File: src/core/io_port_pkg.sv
// Package for the general-purpose port, infrared and pulse-width block.
// Assumes a 100 MHz bus clock and an AXI4-Lite master with 8-bit addresses.
package io_port_pkg;

  // Clocking and derived counts
  localparam int CLK_HZ        = 100_000_000;
  localparam int SYS_HZ        = 2_000_000;
  localparam int INSTR_NS      = 4_000;
  localparam int IR_CARRIER_HZ = 38_500;
  localparam int SYS_DIV       = CLK_HZ / SYS_HZ;
  localparam int IR_HALF       = (SYS_HZ + IR_CARRIER_HZ) / (2 * IR_CARRIER_HZ);

  // Pin layout: port a [3:0], b [7:4], c [11:8], d [15:12]
  localparam int PORTS      = 4;
  localparam int PORT_W     = 4;
  localparam int PINS       = PORTS * PORT_W;
  localparam int PWM_W      = 8;
  localparam int PORT_C_LSB = 8;
  localparam int PIN_IR     = 11;
  localparam int PIN_IR_ALT = 7;

  // Register byte addresses
  localparam logic [7:0] ADDR_DIR   = 8'h00;
  localparam logic [7:0] ADDR_OUT   = 8'h04;
  localparam logic [7:0] ADDR_IN    = 8'h08;
  localparam logic [7:0] ADDR_MODE  = 8'h0c;
  localparam logic [7:0] ADDR_MODE1 = 8'h10;
  localparam logic [7:0] ADDR_PWMEN = 8'h14;
  localparam logic [7:0] ADDR_DUTY  = 8'h18;
  localparam logic [7:0] ADDR_CTRL  = 8'h1c;

  // Field positions
  localparam int MODE_IR_EN_BIT = 3;
  localparam int MODE1_SEL_BIT  = 1;
  localparam int CTRL_STOP_BIT  = 0;

  // Bus responses
  localparam logic [1:0] RESP_OKAY   = 2'h0;
  localparam logic [1:0] RESP_SLVERR = 2'h2;

  typedef enum logic {PWR_RUN, PWR_STOP} pwr_e;

  typedef struct packed {
    logic        awvalid;
    logic [7:0]  awaddr;
    logic        wvalid;
    logic [31:0] wdata;
    logic [3:0]  wstrb;
    logic        bready;
    logic        arvalid;
    logic [7:0]  araddr;
    logic        rready;
  } axi_req_s;

  typedef struct packed {
    logic        awready;
    logic        wready;
    logic        bvalid;
    logic [1:0]  bresp;
    logic        arready;
    logic        rvalid;
    logic [31:0] rdata;
    logic [1:0]  rresp;
  } axi_rsp_s;

  typedef struct packed {
    axi_rsp_s          rsp;
    logic              aw_full;
    logic [7:0]        aw_addr;
    logic              w_full;
    logic [31:0]       w_data;
    logic [3:0]        w_strb;
    logic [PINS-1:0]   dir;
    logic [PINS-1:0]   dout;
    logic [3:0]        mode;
    logic [3:0]        mode1;
    logic [PORT_W-1:0] pwm_en;
    logic [31:0]       duty;
    pwr_e              power;
    logic              run;
    logic [5:0]        div_cnt;
    logic [4:0]        ir_cnt;
    logic              carrier;
    logic [PWM_W-1:0]  pwm_cnt;
    logic [PINS-1:0]   pin_sync1;
    logic [PINS-1:0]   pin_sync2;
    logic [PINS-1:0]   pin_last;
    logic              rst_sync1;
    logic              rst_sync2;
    logic [PINS-1:0]   pad_out;
    logic [PINS-1:0]   pad_oe;
    logic [PINS-1:0]   pull_en;
  } io_state_s;

endpackage

File: src/core/io_port_ir_pwm_wakeup.sv
// Four 4-bit ports with pull-low inputs, infrared carrier, port c pulse-width
// outputs and stop-mode wake-up, all under an AXI4-Lite register slave.
// Assumes pads resolve level from pad_out/pad_oe and pull_en outside.
//
// Contract
// - Four 4-bit ports, each pin input-pulldown or output
// - Stop command halts system clock until wake
// - Any pin edge while stopped restarts clock
// - Mode bit 3 enables infrared function
// - Port c bit 3 gated by 38.5 kHz carrier
// - Select bit routes infrared to b3 or c3
// - Port c pins have own 8-bit duty
// - 2 MHz system tick drives carrier and pulse-width
// - Active-high chip reset clears port, infrared, pulse-width
//
// Local design decisions: the AXI4-Lite interface to the registers and the placing of the registers.
`timescale 1ns/1ns
`default_nettype none

module io_port_ir_pwm_wakeup (
  // Clock and reset
  input  wire logic                    clk,
  input  wire logic                    rst_n,
  input  wire logic                    chip_rst,
  // Register bus
  input  wire io_port_pkg::axi_req_s   axi_req,
  output var  io_port_pkg::axi_rsp_s   axi_rsp,
  // Pins
  input  wire logic [io_port_pkg::PINS-1:0] pad_in,
  output logic [io_port_pkg::PINS-1:0]      pad_out,
  output logic [io_port_pkg::PINS-1:0]      pad_oe,
  output logic [io_port_pkg::PINS-1:0]      pull_en,
  // System clock gate toward the core
  output logic                         clk_run
);
  import io_port_pkg::*;

  io_state_s st;
  io_state_s nx;
  logic      do_write;
  logic      sys_tick;
  logic      wake;
  logic      ir_sig;
  logic      ir_on;

  function automatic logic addr_ok(input logic [7:0] a);
    addr_ok = (a == ADDR_DIR) || (a == ADDR_OUT) || (a == ADDR_IN) || (a == ADDR_MODE)
           || (a == ADDR_MODE1) || (a == ADDR_PWMEN) || (a == ADDR_DUTY) || (a == ADDR_CTRL);
  endfunction

  function automatic logic [31:0] merge(input logic [31:0] old, input logic [31:0] val,
                                        input logic [3:0] strb);
    logic [31:0] m;
    m = old;
    for (int i = 0; i < 4; i++) begin
      if (strb[i]) begin
        m[i*8 +: 8] = val[i*8 +: 8];
      end
    end
    merge = m;
  endfunction

  function automatic logic [31:0] read_reg(input io_state_s s, input logic [7:0] a);
    case (a)
      ADDR_DIR:   read_reg = {16'h0000, s.dir};
      ADDR_OUT:   read_reg = {16'h0000, s.dout};
      ADDR_IN:    read_reg = {16'h0000, s.pin_sync2};
      ADDR_MODE:  read_reg = {28'h0000000, s.mode};
      ADDR_MODE1: read_reg = {28'h0000000, s.mode1};
      ADDR_PWMEN: read_reg = {28'h0000000, s.pwm_en};
      ADDR_DUTY:  read_reg = s.duty;
      ADDR_CTRL:  read_reg = {31'h00000000, s.power == PWR_STOP};
      default:    read_reg = 32'h00000000;
    endcase
  endfunction

  // Lane is high while the period counter is below its duty
  function automatic logic pwm_high(input logic [PWM_W-1:0] cnt, input logic [31:0] d,
                                    input int lane);
    pwm_high = cnt < d[lane*PWM_W +: PWM_W];
  endfunction

  // Derived system tick, halted in stop mode
  assign sys_tick = (st.div_cnt == 6'(SYS_DIV - 1)) && (st.power == PWR_RUN);
  assign wake     = (st.power == PWR_STOP) && (st.pin_sync2 != st.pin_last);
  assign do_write = st.aw_full && st.w_full && !st.rsp.bvalid;
  assign ir_on    = st.mode[MODE_IR_EN_BIT];
  assign ir_sig   = st.dout[PIN_IR] & st.carrier;

  always_comb begin
    logic [PINS-1:0] drv;
    logic [31:0]     wv;
    drv = st.dout;
    wv  = merge(read_reg(st, st.aw_addr), st.w_data, st.w_strb);
    nx  = st;
    nx.rst_sync1 = chip_rst;
    nx.rst_sync2 = st.rst_sync1;
    nx.pin_sync1 = pad_in;
    nx.pin_sync2 = st.pin_sync1;
    nx.pin_last  = st.pin_sync2;

    // Write address and data may arrive in either order
    if (axi_req.awvalid && st.rsp.awready) begin
      nx.aw_full = 1'b1;
      nx.aw_addr = axi_req.awaddr;
    end
    if (axi_req.wvalid && st.rsp.wready) begin
      nx.w_full = 1'b1;
      nx.w_data = axi_req.wdata;
      nx.w_strb = axi_req.wstrb;
    end
    if (axi_req.bready && st.rsp.bvalid) begin
      nx.rsp.bvalid = 1'b0;
    end
    if (do_write) begin
      nx.aw_full       = 1'b0;
      nx.w_full        = 1'b0;
      nx.rsp.bvalid    = 1'b1;
      nx.rsp.bresp     = addr_ok(st.aw_addr) ? RESP_OKAY : RESP_SLVERR;
      case (st.aw_addr)
        ADDR_DIR:   nx.dir    = wv[PINS-1:0];
        ADDR_OUT:   nx.dout   = wv[PINS-1:0];
        ADDR_MODE:  nx.mode   = wv[3:0];
        ADDR_MODE1: nx.mode1  = wv[3:0];
        ADDR_PWMEN: nx.pwm_en = wv[PORT_W-1:0];
        ADDR_DUTY:  nx.duty   = wv;
        ADDR_CTRL: begin
          if (st.w_strb[0] && st.w_data[CTRL_STOP_BIT]) begin
            nx.power = PWR_STOP;
          end
        end
        default: ;
      endcase
    end
    nx.rsp.awready = !nx.aw_full && !nx.rsp.bvalid;
    nx.rsp.wready  = !nx.w_full && !nx.rsp.bvalid;

    // Read channel: one read at a time
    if (axi_req.rready && st.rsp.rvalid) begin
      nx.rsp.rvalid = 1'b0;
    end
    if (axi_req.arvalid && st.rsp.arready) begin
      nx.rsp.rvalid = 1'b1;
      nx.rsp.rdata  = read_reg(st, axi_req.araddr);
      nx.rsp.rresp  = addr_ok(axi_req.araddr) ? RESP_OKAY : RESP_SLVERR;
    end
    nx.rsp.arready = !nx.rsp.rvalid;

    // Wake from stop on any synchronized pin edge
    if (wake) begin
      nx.power = PWR_RUN;
    end
    nx.run = (nx.power == PWR_RUN);

    // System tick divider, carrier and pulse-width counter
    if (st.power == PWR_RUN) begin
      nx.div_cnt = sys_tick ? 6'h00 : st.div_cnt + 6'h01;
    end
    if (sys_tick) begin
      nx.pwm_cnt = st.pwm_cnt + 8'h01;
      if (st.ir_cnt == 5'(IR_HALF - 1)) begin
        nx.ir_cnt  = 5'h00;
        nx.carrier = !st.carrier;
      end else begin
        nx.ir_cnt = st.ir_cnt + 5'h01;
      end
    end

    // Pin drive: pulse-width on port c, infrared overrides its target pin
    for (int i = 0; i < PORT_W; i++) begin
      if (st.pwm_en[i]) begin
        drv[PORT_C_LSB + i] = pwm_high(st.pwm_cnt, st.duty, i);
      end
    end
    if (ir_on) begin
      if (st.mode1[MODE1_SEL_BIT]) begin
        drv[PIN_IR_ALT] = ir_sig;
      end else begin
        drv[PIN_IR] = ir_sig;
      end
    end
    nx.pad_out = drv;
    nx.pad_oe  = st.dir;
    nx.pull_en = ~st.dir;

    // Chip reset pin clears port, infrared and pulse-width state
    if (st.rst_sync2) begin
      nx.dir     = '0;
      nx.dout    = '0;
      nx.mode    = '0;
      nx.mode1   = '0;
      nx.pwm_en  = '0;
      nx.duty    = '0;
      nx.power   = PWR_RUN;
      nx.run     = 1'b1;
      nx.div_cnt = '0;
      nx.ir_cnt  = '0;
      nx.carrier = 1'b0;
      nx.pwm_cnt = '0;
      nx.pad_out = '0;
      nx.pad_oe  = '0;
      nx.pull_en = '1;
    end
  end

  always_ff @(posedge clk) begin
    if (!rst_n) begin
      st <= '0;
    end else begin
      st <= nx;
    end
  end

  assign axi_rsp = st.rsp;
  assign pad_out = st.pad_out;
  assign pad_oe  = st.pad_oe;
  assign pull_en = st.pull_en;
  assign clk_run = st.run;
endmodule

`default_nettype wire

File: config.mk
export PLATFORM = sky130hd
export DESIGN_NAME = io_port_ir_pwm_wakeup
export DESIGN_NICKNAME = d
export VERILOG_FILES = /design/src/core/io_port_pkg.sv /design/src/core/io_port_ir_pwm_wakeup.sv
export SDC_FILE = /design/constraint.sdc
export NUM_CORES = 1
export LEC_CHECK = 0
export BUFFER_PORTS_ARGS = -buffer_cell sky130_fd_sc_hd__buf_2
export CAP_MARGIN = 30
export CORE_ASPECT_RATIO = 0.8
export CORE_MARGIN = 5
export CORE_UTILIZATION = 25
export CTS_BUF_LIST = sky130_fd_sc_hd__clkbuf_16
export DETAILED_ROUTE_END_ITERATION = 6
export HOLD_SLACK_MARGIN = 0.1
export SYNTH_ARGS = -nofsm -noshare
export SYNTH_HDL_FRONTEND = slang
export SYNTH_SLANG_ARGS = --single-unit
File: constraint.sdc
create_clock -name clk -period 2.2 [get_ports clk]
set_clock_uncertainty 0.05 [all_clocks]
set_input_delay 0.33 -clock clk [delete_from_list [all_inputs] [get_ports clk]]
set_output_delay 0.33 -clock clk [all_outputs]
set_load 0.005 [all_outputs]
; Word-level counts from Yosys, hierarchy flattened
; Cells that the tools add are included.
[totals]
word_cells = 145
in_bits = 76
output_inout_bits = 90
reg_bits = 283
[classes]
add_sub_neg = 3
n_mux = 35
n_lt_le_gt_ge = 4
eq_ne = 19
n_reduce_logical = 44
bitwise = 5
[ops]
columns = cell, n
row1 = 32-bit case mux with 8 select lines, 1
row2 = 32-bit case mux with 5 select lines, 1
row3 = "8-bit by 5-bit == test with 1-bit output, second input constant", 8
row4 = 37-bit two-way mux, 1
row5 = 35-bit two-way mux, 1
row6 = "8-bit by 4-bit == test with 1-bit output, second input constant", 4
row7 = 8-bit < comparator, 4
row8 = 8-bit two-way mux, 4
row9 = 21-bit two-way mux, 1
row10 = 1-bit two-way mux, 17
row11 = "8-bit by 3-bit == test with 1-bit output, second input constant", 2
row12 = 8-bit logical NOT, 2
row13 = 16-bit two-way mux, 1
row14 = 16-bit inequality test, 1
row15 = 16-bit inverter, 1
row16 = 1-bit logical OR, 14
row17 = 14-bit two-way mux, 1
row18 = 2-bit AND reduction, 7
row19 = 1-bit logical AND, 12
row20 = 6-bit two-way mux, 2
row21 = 9-bit two-way mux, 1
row22 = "8-bit by 1-bit adder with 8-bit output, second input constant", 1
row23 = "6-bit by 1-bit adder with 6-bit output, second input constant", 1
row24 = "6-bit == test, second input constant", 1
row25 = 11 further kinds, 21

; Logic depth before layout (Yosys ltp)
[logic_depth]
word_depth = 12
depth_mapped = 8
mapped_depth_nobuf = 7

; Least setup slack after synthesis
; OpenSTA, ideal clock, no wires.
[synth_path]
path_kind = register to register
start = register st[233] (netlist name)
end = register st[179] (netlist name)
period_less_slack_ns = 2.392
n_path_buf = 3
t_required_ns = 2.031
slack_ns = -0.192
t_arrival_ns = 2.223
setup_time_ns = 0.119
stages_incl_launch_ff = 8
path_cell_list = dfxtp_1 -> or4_4 -> or3_1 -> buf_6 -> or3_4 -> buf_6 -> buf_8 -> o221a_2
[synth_between]
elab_chain_len = 3
elab_cells_between_ends = 8
classes_between = eq/ne: 5 / mux: 2 / reduce/logical: 1
[synth_rtl]
columns = element, line
row1 = "start, declared", io_port_ir_pwm_wakeup.sv:38  ; io_state_s st;
row2 = "start signal, assigned", io_port_ir_pwm_wakeup.sv:210  ; st <= nx;
row3 = "8-bit by 5-bit == test with 1-bit output, or another cell as far along", io_port_ir_pwm_wakeup.sv:64  ; case (a)
row4 = 32-bit case mux with 5 select lines, io_port_ir_pwm_wakeup.sv:64
row5 = 8-bit two-way mux, io_port_ir_pwm_wakeup.sv:56  ; if (strb[i]) begin
; Parallel ways exist; a longest one is shown, timed or not. The select of a mux whose other input is x is not followed.
; A chain may end at the register's enable or synchronous reset.

; Worst setup path in the final report
[layout_path]
start = register st[239] (netlist name)
end = register st[175] (netlist name)
; Same word-level chain as after synthesis.

==> out/results.tsv <==
stage	metric	value	unit
grt	number of global-route vias before repair	9516	
timing	Tightest Pin Transition	535	ps
layout	final instance area	15200	um2
hold_path	Hold Path Class	input pin to register	
layout	Area Overhead vs Synth	25.8	%
critical_path	critical path endpoint category	register	
critical_path	most numerous cell on the critical path	or3_4	
clocking	Num CTS Buffers	30	
timing	fin crit period	2220	ps
clocking	Clock Path Buffers	3	
grt	initial antenna violation count	1	
timing	Hold WS	191	ps
critical_path	Setup Crit Path Kind	register to register	
critical_path	critical path data required time	2680	ps
status	status	finished, violations left	
drt	Antenna Violating Nets Remaining	0	
timing	fmax	0.450	GHz
layout	share of post-route cells with drive strength above 1	24.1	%
drt	starting DRC count in detailed routing	593	
critical_path	Reg-to-Reg Start	st[239]$_SDFFE_PN0P_	
grt	largest net degree at the start of global routing	105	
layout	fin cells	2129	
critical_path	CP Depth	5	
layout	commonest non-fill, non-tap cell in the layout	dfxtp_1	
grt	first-pass GRT wire length	55.8	mm
drt	DR vias	9726	
grt	All-Layer GR Usage	13.2	%
critical_path	Critical-path top delay cell	or4_4	
synth	Seq cells post-synth	281	
timing	fin crit share	101	%
critical_path	R2R setup slack	-20	ps
timing	final slew viol count	0	
grt	total congestion overflow	0	
synth	Synth top area share	46.4	%
clocking	H-tree levels	1	
critical_path	Buf/Inv on CP	0	
clocking	clk root buf	clkbuf_16	
timing	relative slew slack	63.9	%
critical_path	capturing point of the worst reg2reg path	st[175]$_SDFFE_PP0P_	
drt	Vias/cell	4.57	
synth	Post-Syn Area	12100	um2
die	IO Pins	166	
die	Die Span Y	207	um
hold_path	hold_sp	axi_req[56]	
drt	Wirelength per Cell	17.1	um
placed_design	hpwl dp	26.6	mm
power	Peak VDD IR	0.584	mV
drt	routed wire length	36.5	mm
clocking	# clock sinks	281	
timing	setup ws final	-20.3	ps
clocking	Clk pin slew, worst setup/hold paths	60	ps
timing	unrepaired setup endpoints after global routing	true	
hold_path	hold path endpoint	st[239]$_SDFFE_PN0P_	
hold_path	Worst Hold Path Cells	4	
power	LEAKAGE	0.00585	uW
die	Site Rows	72	
synth	ys flop type	dfxtp_1	
placed_design	# placed instances	2005	
drt	TritonRoute pass-1 iters	5	
timing	Hold Vio Cnt, Final	0	
synth	Synth area leaders	dfxtp_1 46%, nand2_1 5.6%, buf_4 5.5%	
synth	area leader, netlist	dfxtp_1	
status	failing checks	setup timing	
timing	setup violators final	7	
drt	DRC	0	
critical_path	Critical Path, Cell by Cell	or4_4 > or3_4 > or3_4 > a21oi_1 > o221a_2	
clocking	CTS tree	yes	
placed_design	RePlAce Congestion	0.864	
synth	register area share after synthesis	46.4	%
die	die area	53000	um2
critical_path	worst r2r path cells	5	
synth	Post-synth EDFFs	0	
placed_design	Port-buffer cells	163	
synth	syn avg cell area	9.16	um2
synth	share of synthesized registers carrying an async set or reset	0	%
critical_path	Arr. time, crit path	2700	ps
clocking	clk_lat worst skew	580	ps
die	Initial Utilization	25.2	%
layout	Final Net Count	1586	
power	power per cell area	751	nW/um2
critical_path	Crit path max-delay family	simple AND/OR/NAND/NOR gates	
layout	Fill cells	5011	
job	max_cap viols	0	
die	core area	48100	um2
layout	ANT cells	0	
critical_path	critical path fanouts, max	13	
layout	commonest non-fill, non-tap cells in the layout	279 x dfxtp_1, 179 x nand2_1, 162 x buf_2, 70 x and2_1	
synth	synth unique cells	58	
synth	Ys Warns	0	
critical_path	crit-path max cell delay	550	ps
critical_path	crit path launch type	register	
placed_design	placed instance area	13300	um2
die	die width	256	um
synth	Syn Inst Count	1323	
where the power goes:
group          switching (uW)  internal (uW)  leakage (uW)
Clock                    2190           3210      0.000521
Sequential               72.1           5200       0.00229
Combinational             408            357       0.00305
Total                    2670           8760       0.00585
layer usage:
| metal | track usage (%) | share of wire [%] |
|---|---|---|
| met2 | 21.4 | 45 |
| met3 | 3.05 | 6.3 |
| met5 | 0 | 0.036 |
| met1 | 18.0 | 46 |
| met4 | 3.14 | 2.4 |
cells in the mapped netlist, types with 6 or more instances:
| library cell | instances |
|---|---|
| a21boi_0 | 63 |
| a21o_1 | 6 |
| a21oi_1 | 69 |
| a22o_1 | 17 |
| a22oi_1 | 29 |
| and2_1 | 70 |
| and3_1 | 7 |
| buf_4 | 89 |
| clkbuf_1 | 69 |
| dfxtp_1 | 281 |
| ha_1 | 33 |
| inv_1 | 50 |
| mux2_2 | 18 |
| nand2_1 | 180 |
| nand2b_1 | 24 |
| nand3_1 | 39 |
| nand4_1 | 10 |
| nor2_1 | 39 |
| nor2b_1 | 23 |
| nor3_1 | 15 |
| o211ai_1 | 20 |
| o21ai_0 | 24 |
| o221a_2 | 24 |
| o22ai_1 | 23 |
| or3_1 | 6 |
| xnor2_1 | 22 |
| xor2_1 | 8 |
cell families (layout without fill, tap and decap cells):
kind of cell    Yosys count  in the layout  synth area share, %
other cells               1              2               0.0310
fa+ha+maj                33             33                 3.41
mux                      24             24                 2.58
simple gates            435            437                 17.8
xor+xnor                 30             30                 2.17
compound gates          301            301                 17.7
flops                   281            281                 46.4
buf+inv                 218            392                 9.86
what timing repair did:
item,4_1_cts,5_1_grt
gates resized for setup,30,13
setup buffers,5,1
cloned,2,0
hold buffers,63,0
hold endpoints to repair,63,0
pin swaps,37,4
setup endpoints to repair,28,70
sequential cells by signal, indices dropped and copies added (netlist names):
signal	count
axi_rsp	39
clk_run	1
ir_on	1
nx	33
pad_oe	16
pad_out	16
pull_en	16
st	159
worst max-delay path by stage:
| stage | start | end | slack [ps] |
|---|---|---|---|
| CTS | st[233]$_SDFFE_PN0P_ | st[176]$_SDFFE_PP0P_ | -60 |
| global placement | st[239]$_SDFFE_PN0P_ | st[169]$_SDFFE_PP0P_ | -180 |
| detailed placement | st[239]$_SDFFE_PN0P_ | st[172]$_SDFFE_PP0P_ | -200 |
| floorplan | st[239]$_SDFFE_PN0P_ | st[172]$_SDFFE_PP0P_ | -110 |
| finish | st[239]$_SDFFE_PN0P_ | st[175]$_SDFFE_PP0P_ | -20 |
| global route | st[239]$_SDFFE_PN0P_ | st[172]$_SDFFE_PP0P_ | -40 |
layout make-up:
class | count | area, um2 | share of cell area (%)
well taps | 629 | 787 | 5.17
multi-input cells | 827 | 5580 | 36.6
clock buffers | 30 | 751 | 4.93
repair buffers | 287 | 1990 | 13.1
clock inverters | 25 | 313 | 2.05
inverters | 50 | 188 | 1.23
flip-flops and latches | 281 | 5630 | 36.9
through the flow:
step           util (%)  TNS [ps]  setup WS (ps)  total power, uW
6_report           31.7     -45.5          -20.3            11400
5_1_grt            31.7      -476          -40.3            11900
4_1_cts            31.5     -1130          -63.7            11600
3_5_place_dp       27.6     -3510           -197             6030
3_3_place_gp       27.6     -2730           -183             6020
2_1_floorplan         -     -1260           -107             5770
worst min-delay path: cells and delay by family:
kind / cells / cell delay, ps
buffers and inverters: 1 / 80
and+or+nand+nor: 2 / 280
AOI/OAI and AO/OA: 1 / 60
Note: power is estimated with default switching activity, not from simulation.
